<file path="config.mk">
export PLATFORM = sky130hd
export DESIGN_NAME = i2cm_mux
export DESIGN_NICKNAME = d
export VERILOG_FILES = /design/src/core/i2cm_pkg.sv /design/src/core/i2cm_mux.sv
export VERILOG_INCLUDE_DIRS = /design/src /design/src/core
export SDC_FILE = /design/constraint.sdc
export NUM_CORES = 1
export LEC_CHECK = 0
export ABC_CLOCK_PERIOD_IN_PS = 3500
export BUFFER_PORTS_ARGS = -buffer_cell sky130_fd_sc_hd__buf_2
export CAP_MARGIN = 20
export CORE_ASPECT_RATIO = 0.5
export CORE_MARGIN = 1
export CORE_UTILIZATION = 49
export DETAILED_ROUTE_END_ITERATION = 8
export HOLD_SLACK_MARGIN = 0.02
export PLACE_DENSITY_LB_ADDON = 0.05
export SKIP_CTS_REPAIR_TIMING = 1
export SLEW_MARGIN = 5
export SYNTH_ARGS = -nofsm -noshare
export SYNTH_HDL_FRONTEND = slang
export SYNTH_SLANG_ARGS = --single-unit
</file>
<file path="constraint.sdc">
create_clock -name mclk -period 3.5 [get_ports mclk]
set_input_delay 0 -clock mclk [delete_from_list [all_inputs] [get_ports mclk]]
set_output_delay 0 -clock mclk [all_outputs]
set_load 0.1 [all_outputs]
</file>
<file path="src/core/i2cm_params.svh">
// Constants for the I2C channel multiplexer and switch
`ifndef I2CM_PARAMS_SVH
`define I2CM_PARAMS_SVH

// Control byte value after reset: every channel closed
`define I2CM_CTRL_RESET 8'h00
// Bit of the control byte that enables the selected mux channel
`define I2CM_MUX_EN_BIT 3
// Cycles a line is left alone after a drive ends (covers sync delay)
`define I2CM_GUARD_CYCLES 3'h3
// Neutral target address, value is arbitrary
`define I2CM_DEF_ADDR 7'h3a

`endif

</file>
<file path="src/core/i2cm_pkg.sv">
// Types shared by the I2C channel multiplexer and switch
package i2cm_pkg;

   // Which side currently holds a passed-through line low
   typedef enum logic [1:0] {
      OWN_NONE,
      OWN_UP,
      OWN_DOWN
   } i2cm_own_e;

   // Control-byte target states
   typedef enum logic [2:0] {
      SL_IDLE,
      SL_ADDR,
      SL_ACK_ADDR,
      SL_WDATA,
      SL_ACK_DATA,
      SL_RDATA,
      SL_RACK
   } i2cm_slv_e;

endpackage

</file>
<file path="src/core/i2cm_mux.sv">
// I2C channel multiplexer or switch with stop-applied channel control
`include "i2cm_params.svh"
`timescale 1ns/100ps
`default_nettype none

module i2cm_mux
   import i2cm_pkg::*;
#(
   parameter int NUM_CH = 4,
   parameter bit IS_SWITCH = 1'b1,
   parameter logic [6:0] DEV_ADDR = `I2CM_DEF_ADDR
) (
   input wire logic mclk,
   input wire logic resetn,
   input wire logic up_scl_in,
   output logic up_scl_out,
   output logic up_scl_oe,
   input wire logic up_sda_in,
   output logic up_sda_out,
   output logic up_sda_oe,
   input wire logic [NUM_CH-1:0] dn_scl_in,
   output logic [NUM_CH-1:0] dn_scl_out,
   output logic [NUM_CH-1:0] dn_scl_oe,
   input wire logic [NUM_CH-1:0] dn_sda_in,
   output logic [NUM_CH-1:0] dn_sda_out,
   output logic [NUM_CH-1:0] dn_sda_oe,
   output logic [NUM_CH-1:0] chan_en
);

   localparam int SELW = (NUM_CH > 1) ? $clog2(NUM_CH) : 1;
   localparam int RAWW = 2 + 2 * NUM_CH;

   generate
      if (NUM_CH != 2 && NUM_CH != 4 && NUM_CH != 8) begin : g_bad
         $error("NUM_CH must be 2, 4 or 8");
      end
   endgenerate

   // ----------------------------------------------------------------
   // Input synchronisers
   // ----------------------------------------------------------------
   wire logic [RAWW-1:0] raw_in;
   logic [RAWW-1:0] sync1;
   logic [RAWW-1:0] sync2;

   assign raw_in = {dn_sda_in, dn_scl_in, up_sda_in, up_scl_in};

   always_ff @(posedge mclk or negedge resetn) begin
      if (!resetn) begin
         sync1 <= '1;
         sync2 <= '1;
      end else begin
         sync1 <= raw_in;
         sync2 <= sync1;
      end
   end

   wire logic s_up_scl = sync2[0];
   wire logic s_up_sda = sync2[1];
   wire logic [NUM_CH-1:0] s_dn_scl = sync2[2 +: NUM_CH];
   wire logic [NUM_CH-1:0] s_dn_sda = sync2[2+NUM_CH +: NUM_CH];

   // ----------------------------------------------------------------
   // Merged bus view and line pass-through
   // ----------------------------------------------------------------
   // Commands are decoded from the wired-AND of all connected segments
   logic slave_drive;
   wire logic bus_scl = s_up_scl & (&(s_dn_scl | ~chan_en));
   wire logic bus_sda = s_up_sda & (&(s_dn_sda | ~chan_en));
   wire logic [1:0] up_low = {~s_up_sda, ~s_up_scl};
   wire logic [1:0] dn_low = {|(~s_dn_sda & chan_en),
      |(~s_dn_scl & chan_en)};
   wire logic [1:0] hold = {slave_drive, 1'b0};
   wire logic [1:0] up_oe;
   wire logic [1:0] dn_drv;

   // The first side to pull low owns the line; the guard stops our own
   // echo, seen late through the synchroniser, from being taken as a
   // new low and locking the bus.
   genvar l;
   generate
      for (l = 0; l < 2; l++) begin : g_line
         i2cm_own_e owner;
         i2cm_own_e next_owner;
         logic [2:0] guard;
         logic [2:0] next_guard;

         always_comb begin
            next_owner = owner;
            next_guard = (guard != 3'h0) ? guard - 3'h1 : 3'h0;
            case (owner)
               OWN_NONE: begin
                  if (hold[l]) begin
                     next_guard = `I2CM_GUARD_CYCLES;
                  end else if (guard == 3'h0 && up_low[l]) begin
                     next_owner = OWN_UP;
                  end else if (guard == 3'h0 && dn_low[l]) begin
                     next_owner = OWN_DOWN;
                  end
               end
               OWN_UP: begin
                  if (!up_low[l]) begin
                     next_owner = OWN_NONE;
                     next_guard = `I2CM_GUARD_CYCLES;
                  end
               end
               default: begin
                  if (!dn_low[l]) begin
                     next_owner = OWN_NONE;
                     next_guard = `I2CM_GUARD_CYCLES;
                  end
               end
            endcase
         end

         always_ff @(posedge mclk or negedge resetn) begin
            if (!resetn) begin
               owner <= OWN_NONE;
               guard <= 3'h0;
            end else begin
               owner <= next_owner;
               guard <= next_guard;
            end
         end

         assign up_oe[l] = (owner == OWN_DOWN) | hold[l];
         assign dn_drv[l] = (owner == OWN_UP) | hold[l];
      end
   endgenerate

   // Open-drain: only the enables move, the driven level is always low
   assign up_scl_out = 1'b0;
   assign up_sda_out = 1'b0;
   assign dn_scl_out = '0;
   assign dn_sda_out = '0;
   assign up_scl_oe = up_oe[0];
   assign up_sda_oe = up_oe[1];
   assign dn_scl_oe = chan_en & {NUM_CH{dn_drv[0]}};
   assign dn_sda_oe = chan_en & {NUM_CH{dn_drv[1]}};

   // ----------------------------------------------------------------
   // Control byte target
   // ----------------------------------------------------------------
   logic bus_scl_d;
   logic bus_sda_d;
   i2cm_slv_e state;
   logic [3:0] bit_cnt;
   logic [7:0] shift;
   logic rw;
   logic nack;
   logic [7:0] pending;
   logic got_write;
   logic [7:0] ctrl;

   wire logic scl_rise = bus_scl & ~bus_scl_d;
   wire logic scl_fall = ~bus_scl & bus_scl_d;
   wire logic start_det = bus_scl & bus_scl_d & bus_sda_d & ~bus_sda;
   wire logic stop_det = bus_scl & bus_scl_d & ~bus_sda_d & bus_sda;
   wire logic byte_done = (bit_cnt == 4'h8);
   wire logic addr_hit = (shift[7:1] == DEV_ADDR);

   // Channel decode of a control byte
   wire logic [NUM_CH-1:0] mux_dec;
   wire logic [NUM_CH-1:0] next_en;
   genvar c;
   generate
      for (c = 0; c < NUM_CH; c++) begin : g_dec
         assign mux_dec[c] = pending[`I2CM_MUX_EN_BIT]
            & (pending[SELW-1:0] == SELW'(c));
      end
   endgenerate
   // Out-of-range bits of a switch byte are simply ignored
   assign next_en = IS_SWITCH ? pending[NUM_CH-1:0] : mux_dec;

   always_ff @(posedge mclk or negedge resetn) begin
      if (!resetn) begin
         bus_scl_d <= 1'b1;
         bus_sda_d <= 1'b1;
      end else begin
         bus_scl_d <= bus_scl;
         bus_sda_d <= bus_sda;
      end
   end

   // Applied setting changes only here, so a byte that is written
   // mid-transfer never cuts the segment the master is talking on
   always_ff @(posedge mclk or negedge resetn) begin
      if (!resetn) begin
         ctrl <= `I2CM_CTRL_RESET;
         chan_en <= '0;
      end else if (stop_det && got_write) begin
         ctrl <= pending;
         chan_en <= next_en;
      end
   end

   always_ff @(posedge mclk or negedge resetn) begin
      if (!resetn) begin
         state <= SL_IDLE;
         bit_cnt <= 4'h0;
         shift <= 8'h00;
         rw <= 1'b0;
         nack <= 1'b0;
         pending <= `I2CM_CTRL_RESET;
         got_write <= 1'b0;
         slave_drive <= 1'b0;
      end else if (stop_det) begin
         state <= SL_IDLE;
         got_write <= 1'b0;
         slave_drive <= 1'b0;
      end else if (start_det) begin
         state <= SL_ADDR;
         bit_cnt <= 4'h0;
         slave_drive <= 1'b0;
      end else begin
         case (state)
            SL_ADDR, SL_WDATA: begin
               if (scl_rise && !byte_done) begin
                  shift <= {shift[6:0], bus_sda};
                  bit_cnt <= bit_cnt + 4'h1;
               end else if (scl_fall && byte_done) begin
                  bit_cnt <= 4'h0;
                  if (state == SL_WDATA) begin
                     pending <= shift;
                     got_write <= 1'b1;
                     state <= SL_ACK_DATA;
                     slave_drive <= 1'b1;
                  end else if (addr_hit) begin
                     rw <= shift[0];
                     state <= SL_ACK_ADDR;
                     slave_drive <= 1'b1;
                  end else begin
                     state <= SL_IDLE;
                  end
               end
            end
            SL_ACK_ADDR, SL_ACK_DATA: begin
               if (scl_fall) begin
                  if (state == SL_ACK_ADDR && rw) begin
                     shift <= ctrl;
                     slave_drive <= ~ctrl[7];
                     bit_cnt <= 4'h1;
                     state <= SL_RDATA;
                  end else begin
                     slave_drive <= 1'b0;
                     state <= SL_WDATA;
                  end
               end
            end
            SL_RDATA: begin
               if (scl_fall) begin
                  if (bit_cnt == 4'h8) begin
                     slave_drive <= 1'b0;
                     state <= SL_RACK;
                  end else begin
                     shift <= {shift[6:0], 1'b0};
                     slave_drive <= ~shift[6];
                     bit_cnt <= bit_cnt + 4'h1;
                  end
               end
            end
            SL_RACK: begin
               if (scl_rise) begin
                  nack <= bus_sda;
               end else if (scl_fall) begin
                  if (nack) begin
                     state <= SL_IDLE;
                  end else begin
                     shift <= ctrl;
                     slave_drive <= ~ctrl[7];
                     bit_cnt <= 4'h1;
                     state <= SL_RDATA;
                  end
               end
            end
            default: begin
               slave_drive <= 1'b0;
            end
         endcase
      end
   end

endmodule

`default_nettype wire

</file>
==> results of run 1 <==
==> cells by family after synthesis <==
| kind of cell | share of synthesized area |
|---|---|
| multiplexers | 0.0948 |
| AO/OA/AOI/OAI | 0.130 |
| buffers and inverters | 0.0555 |
| AND/OR/NAND/NOR | 0.155 |
| flip-flops | 0.552 |
| other | 0.00121 |
| adder cells (fa/ha/maj) | 0.00810 |
| XOR/XNOR | 0.00284 |
==> worst max-delay path: cells and delay by family, from the launching register on <==
| family | cells | cell delay, ns |
|---|---|---|
| and+or+nand+nor | 3 | 0.76 |
| DFF | 1 | 0.48 |
| muxes | 1 | 0.37 |
| AOI/OAI and AO/OA | 2 | 0.79 |
==> cell usage after synthesis (2+ instances only) <==
cell,instances
dfrtp_1,45
nand2_1,24
dfstp_2,22
nor2_1,22
mux2_2,18
o21ai_0,18
buf_4,14
nor2b_1,11
a21oi_1,9
inv_1,9
mux2i_1,9
nand3_1,7
o31ai_1,6
and3_1,5
clkbuf_1,5
nand2b_1,4
a211oi_1,3
a21o_1,3
a22oi_1,3
a31oi_1,3
or3_1,3
and3b_1,2
buf_2,2
ha_1,2
nor3_1,2
o211ai_1,2
==> how the worst min path moves through the flow <==
stage	slack, ns	to	startpoint
detailed placement	0.11	sync1[2]	dn_scl_in[0]
CTS	-0.25	sync1[2]	dn_scl_in[0]
global placement	0.10	sync1[6]	dn_sda_in[0]
finish	0.31	sync1[5]	dn_scl_in[3]
global route	0.29	sync1[2]	dn_scl_in[0]
floorplan	-0.30	bit_cnt[0]	resetn
==> metrics by stage <==
step | area (um2) | hold slack (ns)
after floorplan | 3120 | -0.296
final | 3650 | 0.306
after CTS | 3540 | -0.248
after global routing | 3650 | 0.293
after global placement | 3240 | 0.104
after detailed placement | 3240 | 0.106
==> flip-flops by register name, summed over array words and instances (netlist names) <==
register and cells:
bus_scl_d 1, got_write 1, shift 8, rw 1, g_line.guard 6, chan_en 3
ctrl 5, sync1 10, bit_cnt 4, bus_sda_d 1, nack 1, state 3
slave_drive 1, pending 8, sync2 10, g_line.owner 4
==> per-layer routing <==
metal | global-route usage | vias up | share of wire
li1 | - | 1029 | -
met1 | 0.282 | 1071 | 0.51
met2 | 0.290 | 52 | 0.43
met3 | 0.0879 | 6 | 0.058
met4 | 0.0575 | 0 | 0.0088
met5 | 0 | - | 0
==> where the power goes <==
part	switching (mW)	internal (mW)
combinational	0.200	0.127
sequential	0.109	0.885
clock	0.355	0.533
==> cell type report <==
| type | instances | area [um2] |
|---|---|---|
| Clock buffer | 10 | 250 |
| Sequential cell | 67 | 1700 |
| Clock inverter | 6 | 51.3 |
| Tap cell | 88 | 110 |
| Inverter | 9 | 33.8 |
| Timing Repair Buffer | 39 | 258 |
| Fill cell | 507 | 2430 |
| Multi-Input combinational cell | 189 | 1250 |
==> impl_metrics.yaml, run 1 <==
setup_path:
  worstPathCellList: "nor2b_1 > a2111oi_4 > a21boi_1 > and2_1 > nand4b_2 > mux2_2"
  critPathMaxFanout: 9
  critical_path_class: "flop to flop"
  critPathLaunch: "ctrl[3]"
  worstReg2RegStart: "ctrl[3]"
  crit_path_start_kind: "flop"
  r2r_setup_slack_ns: 0.98
  critPathCaptureType: "flop"
  max_stage_delay_ns: 0.54
  reg2regPathDepth: 6
  r2r-end: "pending[6]"
  required_ns: 3.71
  crit_arrival_ns: 2.73
  setup.worst_path.end: "pending[6]"
  crit_slowest_cell: "a2111oi_4"
synthesis:
  synth.area.top_cells: "dfrtp_1 (36%), dfstp_2 (19%), mux2_2 (6.6%)"
  synth_cells: 278
  netlist_area_um2: 3090
  synthFlopType: "dfrtp_1"
  syn_avg_cell_area_um2: 11.1
  synth_edf_count: 0
  synthDistinctLibCells: 51
  synth_top_area_cell: "dfrtp_1"
  async_flop_share: 1.00
  synth-seq-cells: 67
  ys_warn_count: 0
  synth_top_area_frac: 0.365
  synth_seq_area_share: 0.552
power_and_ir_drop:
  total_power_mw: 2.21
  p_leak_nw: 1.73
  ir_worst_vdd_mv: 0.449
  p_per_area_nw_per_um2: 605
global_route:
  track_usage: 0.203
  grt_max_degree: 43
  grt_pass1_vias: 2001
  grt_remaining_overflow: 0
  grt_first_pass_wirelength_um: 9850
  antenna_found_initial: 0
floorplanning:
  row_count: 20
  core_area_um2: 6080
  die_x_um: 114
  start_util: 0.508
  dieArea_um2: 6640
  pin_count: 36
  die_h_um: 58.1
clock_tree:
  cts_buffers: 9
  clk_pin_slew_ns: 0.06
  clock_sinks: 67
  htree_levels: 3
  clk_latency_ns: 0.33
  clock_path_buffers: 2
  clock-root-buffer: "clkbuf_16"
  cts_tree: "built"
sta:
  min_period_ns: 2.52
  fin_tns_setup_ns: 0
  fmax_ghz: 0.396
  skew_ns: 0.00637
  finalHoldViolations: 0
  finalSetupViolations: 0
  finalCritPeriodShare: 0.721
  slew_viol_final: 0
  maxSlewHeadroom: 0.336
  tightest_slew_ns: 0.996
  rsz0062_at_grt: "false"
  worst_slack_ns: 0.977
detailed_routing:
  viasPerCell: 5.29
  wl_per_cell_um: 14.8
  drt-pass1-iter-count: 4
  ant_nets: 0
  vias: 2158
  wl_um: 6020
  drc_errors: 0
  drt-initial-drc-count: 99
run_status:
  status: "complete, no violations"
place:
  gp_congestion: 0.819
  dp_cells: 381
  hpwl_um: 4130
  io_buffers: 25
  preCtsSetupSlack_ns: 0.971
final_layout:
  most-common-layout-cells: "dfrtp_1 (45), buf_2 (25), nand2_1 (24), nor2_1 (22), dfstp_2 (22)"
  postLayoutCoreUtil: 0.601
  layout_commonest_cell: "dfrtp_1"
  nets: 329
  areaGrowthSynthToFinish_pct: 18.3
  final_cell_count_no_fill: 408
  drive_gt1_frac: 0.288
  diodes: 0
worst_hold_path:
  hold_path_depth: 2
  hp-class: "input pin to flop"
run:
  cap_violations: 0
No activity file was read; power rests on OpenSTA's default activity.
==> run 2, diff against run 1 <==
Settings changed: ABC_AREA set to 1, ABC_CLOCK_PERIOD_IN_PS 3500 to 2150.
Clock period 3.5 ns to 2.15 ns, I/O delays scaled along.
==> impl_metrics.yaml, run 2 <==
synthesis:
  synth_top_area_frac: 0.330
  netlist_area_um2: 3410
  synthDistinctLibCells: 34
  synth_edf_count: 0
  synth_cells: 415
  synth-seq-cells: 67
  yosysMostFrequentCell: "nand2_1"
  ys_warn_count: 0
  async_flop_share: 1.00
  synth_seq_area_share: 0.500
  netlist_top_cells_count: "nand2_1 (115), inv_1 (48), dfrtp_1 (45)"
  synthFlopType: "dfrtp_1"
  synth.area.top_cells: "dfrtp_1 (33%), dfstp_2 (17%), nand2_1 (13%)"
  synth_top_area_cell: "dfrtp_1"
  syn_avg_cell_area_um2: 8.21
detailed_routing:
  wl_per_cell_um: 13.4
  viasPerCell: 4.95
  wl_um: 7420
  ant_nets: 0
  drt-pass1-iter-count: 7
  drc_errors: 2
  vias: 2735
  drt-initial-drc-count: 168
power_and_ir_drop:
  p_sw_mw: 1.30
  total_power_mw: 3.99
  swShare: 0.327
  internal_power_mw: 2.69
  p_per_area_nw_per_um2: 993
  clockPowerShare: 0.412
  p_leak_nw: 2.06
  ir_worst_vdd_mv: 0.635
  seqPwrFrac: 0.387
  p_comb_frac: 0.201
setup_path:
  cpMostUsedCell: "nand2_1"
  critPathLaunch: "sync2[5]"
  r2r-end: "ctrl[3]"
  worstReg2RegStart: "sync2[5]"
  crit_slowest_cell: "dfstp_2"
  crit_path_start_kind: "flop"
  worst-path-buf-inv: 1
  reg2regPathDepth: 9
  critPathCaptureType: "flop"
  max_stage_delay_ns: 0.51
  critical_path_class: "flop to flop"
  r2r_setup_slack_ns: 0.23
  critPathMaxFanout: 13
  setup.worst_path.end: "ctrl[3]"
  crit_arrival_ns: 2.14
  cpLargestDelayFamily: "simple AND/OR/NAND/NOR gates"
  required_ns: 2.37
  worstPathCellList: "inv_1 > nand2_1 > nand2_1 > nor2_4 > nand3_4 > nor3_4 > nand2_2 > nor2_1 > a21oi_2"
  cp.depth: 9
run_status:
  violations: "design-rule violations"
  status: "finished with violations"
clock_tree:
  htree_levels: 3
  clock_path_buffers: 2
  cts_tree: "built"
  cts_buffers: 9
  clk_pin_slew_ns: 0.06
  clk_latency_ns: 0.34
  clock_sinks: 67
  clock-root-buffer: "clkbuf_16"
final_layout:
  diodes: 0
  layout_commonest_cell: "nand2_1"
  areaGrowthSynthToFinish_pct: 18.0
  nets: 470
  design_area_um2: 4020
  drive_gt1_frac: 0.226
  reg_top3: "sync1 (10), sync2 (10)"
  most-common-layout-cells: "nand2_1 (115), inv_1 (48), dfrtp_1 (45), nor2_1 (38), nand3_1 (35)"
place:
  placed_cell_area_um2: 3580
  io_buffers: 25
  hpwl_um: 5450
  gp_congestion: 0.888
global_route:
  track_usage: 0.225
  grt_remaining_overflow: 0
  antenna_found_initial: 0
  grt_pass1_vias: 2394
  grt_max_degree: 44
  grt_first_pass_wirelength_um: 12000
sta:
  finalSetupViolations: 0
  min_period_ns: 1.92
  finalHoldViolations: 0
  skew_ns: 0.00658
  fmax_ghz: 0.521
  slew_viol_final: 0
  fin_tns_setup_ns: 0
  whs_ns: 0.217
  rsz0062_at_grt: "false"
  maxSlewHeadroom: 0.588
  tightest_slew_ns: 0.619
  finalCritPeriodShare: 0.893
floorplanning:
  die_h_um: 61.0
  die_x_um: 120
  start_util: 0.509
  dieArea_um2: 7310
  core_area_um2: 6700
  pin_count: 36
  row_count: 21
worst_hold_path:
  hp-class: "input pin to async pin"
run:
  cap_violations: 0
-- run 2: cell types whose count changed after synthesis, sizes merged, moves of 11 or more --
cell and delta:
nand2 +102, inv +47, nand3 +33, nor2 +25, mux2 -18, nor2b -11, o21ai +11
-- run 2: how the worst min path moves through the flow --
stage                     startpoint          to  slack [ns]  depth (start not counted)
after floorplan               resetn  bit_cnt[0]       -0.30                          0
after global placement        resetn  bit_cnt[1]        0.04                          1
after detailed placement      resetn  bit_cnt[0]        0.05                          1
after CTS                     resetn  bit_cnt[0]       -0.31                          1
after global routing          resetn  bit_cnt[0]        0.28                          2
final                         resetn  bit_cnt[1]        0.22                          2
-- run 2: power groups by stage --
stage                     combinational [mW]  sequential, mW  clock, mW
after floorplan                        0.653            1.52          0
after global placement                 0.771            1.56          0
after detailed placement               0.785            1.56          0
after CTS                              0.789            1.54       1.67
after global routing                   0.905            1.56       1.73
final                                  0.801            1.55       1.64
-- run 2: metrics by stage --
stage          instances  utilization  worst slack (ns)
3_3_place_gp         526        0.534             0.250
3_5_place_dp         526        0.534             0.217
6_report             553        0.600             0.231
4_1_cts              542        0.584             0.210
2_1_floorplan        424            -             0.228
5_1_grt              553        0.600            0.0439
-- run 2: routing by layer --
layer  part of all wire  global-route usage
met5                  0                   0
met4              0.013              0.0786
met3              0.051              0.0742
met2               0.42               0.320
met1               0.51               0.322
-- run 2: area by class of cell --
type                       count  area, um2
clock buffer                  10        239
clock inverter                 6       92.6
fill                         606       2680
inverter                      56        210
multi-input combinational    284       1400
sequential                    67       1700
tap                           92        115
timing repair buffer          38        263
-- run 2: kinds of logic (layout without fill, tap and decap cells) --
group	Yosys count	after routing	share of synthesized area
AO/OA/AOI/OAI	50	50	0.0826
XOR/XNOR	2	2	0.00514
adder cells (fa/ha/maj)	2	2	0.00734
buffers and inverters	73	110	0.100
flip-flops	67	67	0.500
other	1	10	0.00110
AND/OR/NAND/NOR	220	220	0.304
-- run 2: worst reg2reg max path: cells and delay by family, from the launching register on --
family                 cells  cell delay (ns)
DFF                        1             0.51
AOI/OAI and AO/OA          1             0.04
and+or+nand+nor            7             1.22
buffers and inverters      1             0.03
==> run 3, diff against run 2 <==
Settings changed: CTS_BUF_LIST set to sky130_fd_sc_hd__clkbuf_8.
==> impl_metrics.yaml, run 3 (synthesis gave the netlist of run 2 again) <==
setup_path:
  critPathCaptureType: "flop"
  critical_path_class: "flop to flop"
  cpMostUsedCell: "nand2_1"
  worstPathCellList: "inv_1 > nand2_1 > nand2_1 > nor2_4 > nand3_4 > nor3_4 > nand2_2 > nor2_1 > a21oi_2"
  r2r-end: "ctrl[3]"
  r2r_setup_slack_ns: 0.23
  setup.worst_path.end: "ctrl[3]"
  reg2regPathDepth: 9
  crit_arrival_ns: 2.16
  critPathMaxFanout: 13
  crit_slowest_cell: "dfstp_2"
  crit_path_start_kind: "flop"
  critPathLaunch: "sync2[4]"
  worstReg2RegStart: "sync2[4]"
  required_ns: 2.39
  max_stage_delay_ns: 0.52
sta:
  finalCritPeriodShare: 0.893
  finalSetupViolations: 0
  skew_ns: 0.0109
  finalHoldViolations: 0
  fmax_ghz: 0.521
  maxSlewHeadroom: 0.585
  whs_ns: 0.194
  rsz0062_at_grt: "false"
  tightest_slew_ns: 0.623
  slew_viol_final: 0
  worst_slack_ns: 0.229
  fin_tns_setup_ns: 0
  min_period_ns: 1.92
floorplanning:
  start_util: 0.509
  die_h_um: 61.0
  pin_count: 36
  row_count: 21
  core_area_um2: 6700
  die_x_um: 120
  dieArea_um2: 7310
global_route:
  track_usage: 0.223
  antenna_found_initial: 0
  grt_pass1_vias: 2381
  grt_first_pass_wirelength_um: 11900
  grt_remaining_overflow: 0
  grt_max_degree: 44
final_layout:
  final_cell_count_no_fill: 553
  postLayoutCoreUtil: 0.585
  reg_top3: "sync1 (10), sync2 (10)"
  design_area_um2: 3920
  areaGrowthSynthToFinish_pct: 15.0
  diodes: 0
  layout_commonest_cell: "nand2_1"
  most-common-layout-cells: "nand2_1 (115), inv_1 (48), dfrtp_1 (45), nor2_1 (38), nand3_1 (35)"
  nets: 470
  drive_gt1_frac: 0.226
clock_tree:
  clock-root-buffer: "clkbuf_8"
  clock_path_buffers: 2
  cts_buffers: 9
  cts_tree: "built"
  clk_pin_slew_ns: 0.08
  clk_latency_ns: 0.36
  clock_sinks: 67
  htree_levels: 3
detailed_routing:
  viasPerCell: 4.97
  wl_per_cell_um: 13.3
  route.met2.wl_um: 3170
  ant_nets: 0
  top_layer_used: "met4"
  wl_um: 7380
  vias: 2746
  met3WireLength_um: 416
  wl_met1_um: 3770
  drt-pass1-iter-count: 6
  drt-initial-drc-count: 158
  drc_errors: 2
place:
  hpwl_um: 5450
  dp_cells: 526
  io_buffers: 25
  preCtsSetupSlack_ns: 0.217
  placed_cell_area_um2: 3580
  gp_congestion: 0.888
run_status:
  status: "finished with violations"
  violations: "design-rule violations"
power_and_ir_drop:
  p_leak_nw: 2.01
  total_power_mw: 3.57
  p_per_area_nw_per_um2: 912
  ir_worst_vdd_mv: 0.502
run:
  cap_violations: 0
worst_hold_path:
  hp-class: "input pin to async pin"
## run 3: cell counts in the layout (fill, tap and decap cells not counted)
No cell type changed its count.
## run 3: layout make-up
class	instances	area, um2
clock inverter	6	92.6
fill	618	2780
clock buffer	10	138
multi-input combinational	284	1400
timing repair buffer	38	263
sequential	67	1700
tap	92	115
inverter	56	210
## run 3: report_power, final
part	total (mW)	switching, mW	leakage, nW	internal (mW)
Clock	1.23	0.534	0.118	0.698
Combinational	0.800	0.588	1.05	0.211
Sequential	1.54	0.129	0.841	1.41
Total	3.57	1.25	2.01	2.32
## run 3: worst min path at each step
stage / from / end / cells past startpoint / slack [ns]
6_report: resetn / bit_cnt[1] / 2 / 0.19
5_1_grt: resetn / bit_cnt[0] / 2 / 0.26
4_1_cts: resetn / bit_cnt[0] / 1 / -0.34
3_5_place_dp: resetn / bit_cnt[0] / 1 / 0.05
3_3_place_gp: resetn / bit_cnt[1] / 1 / 0.04
2_1_floorplan: resetn / bit_cnt[0] / 0 / -0.30
## run 3: per-layer routing
metal,vias to the layer above,track usage
met5,-,0
met4,0,0.0839
li1,1369,-
met3,4,0.0630
met2,84,0.315
met1,1289,0.325
## run 3: critical path: cells and delay by family, from the launching register on
| family | cells | cell delay [ns] |
|---|---|---|
| buffers and inverters | 1 | 0.03 |
| flip-flops | 1 | 0.52 |
| AO/OA/AOI/OAI | 1 | 0.04 |
| AND/OR/NAND/NOR | 7 | 1.21 |
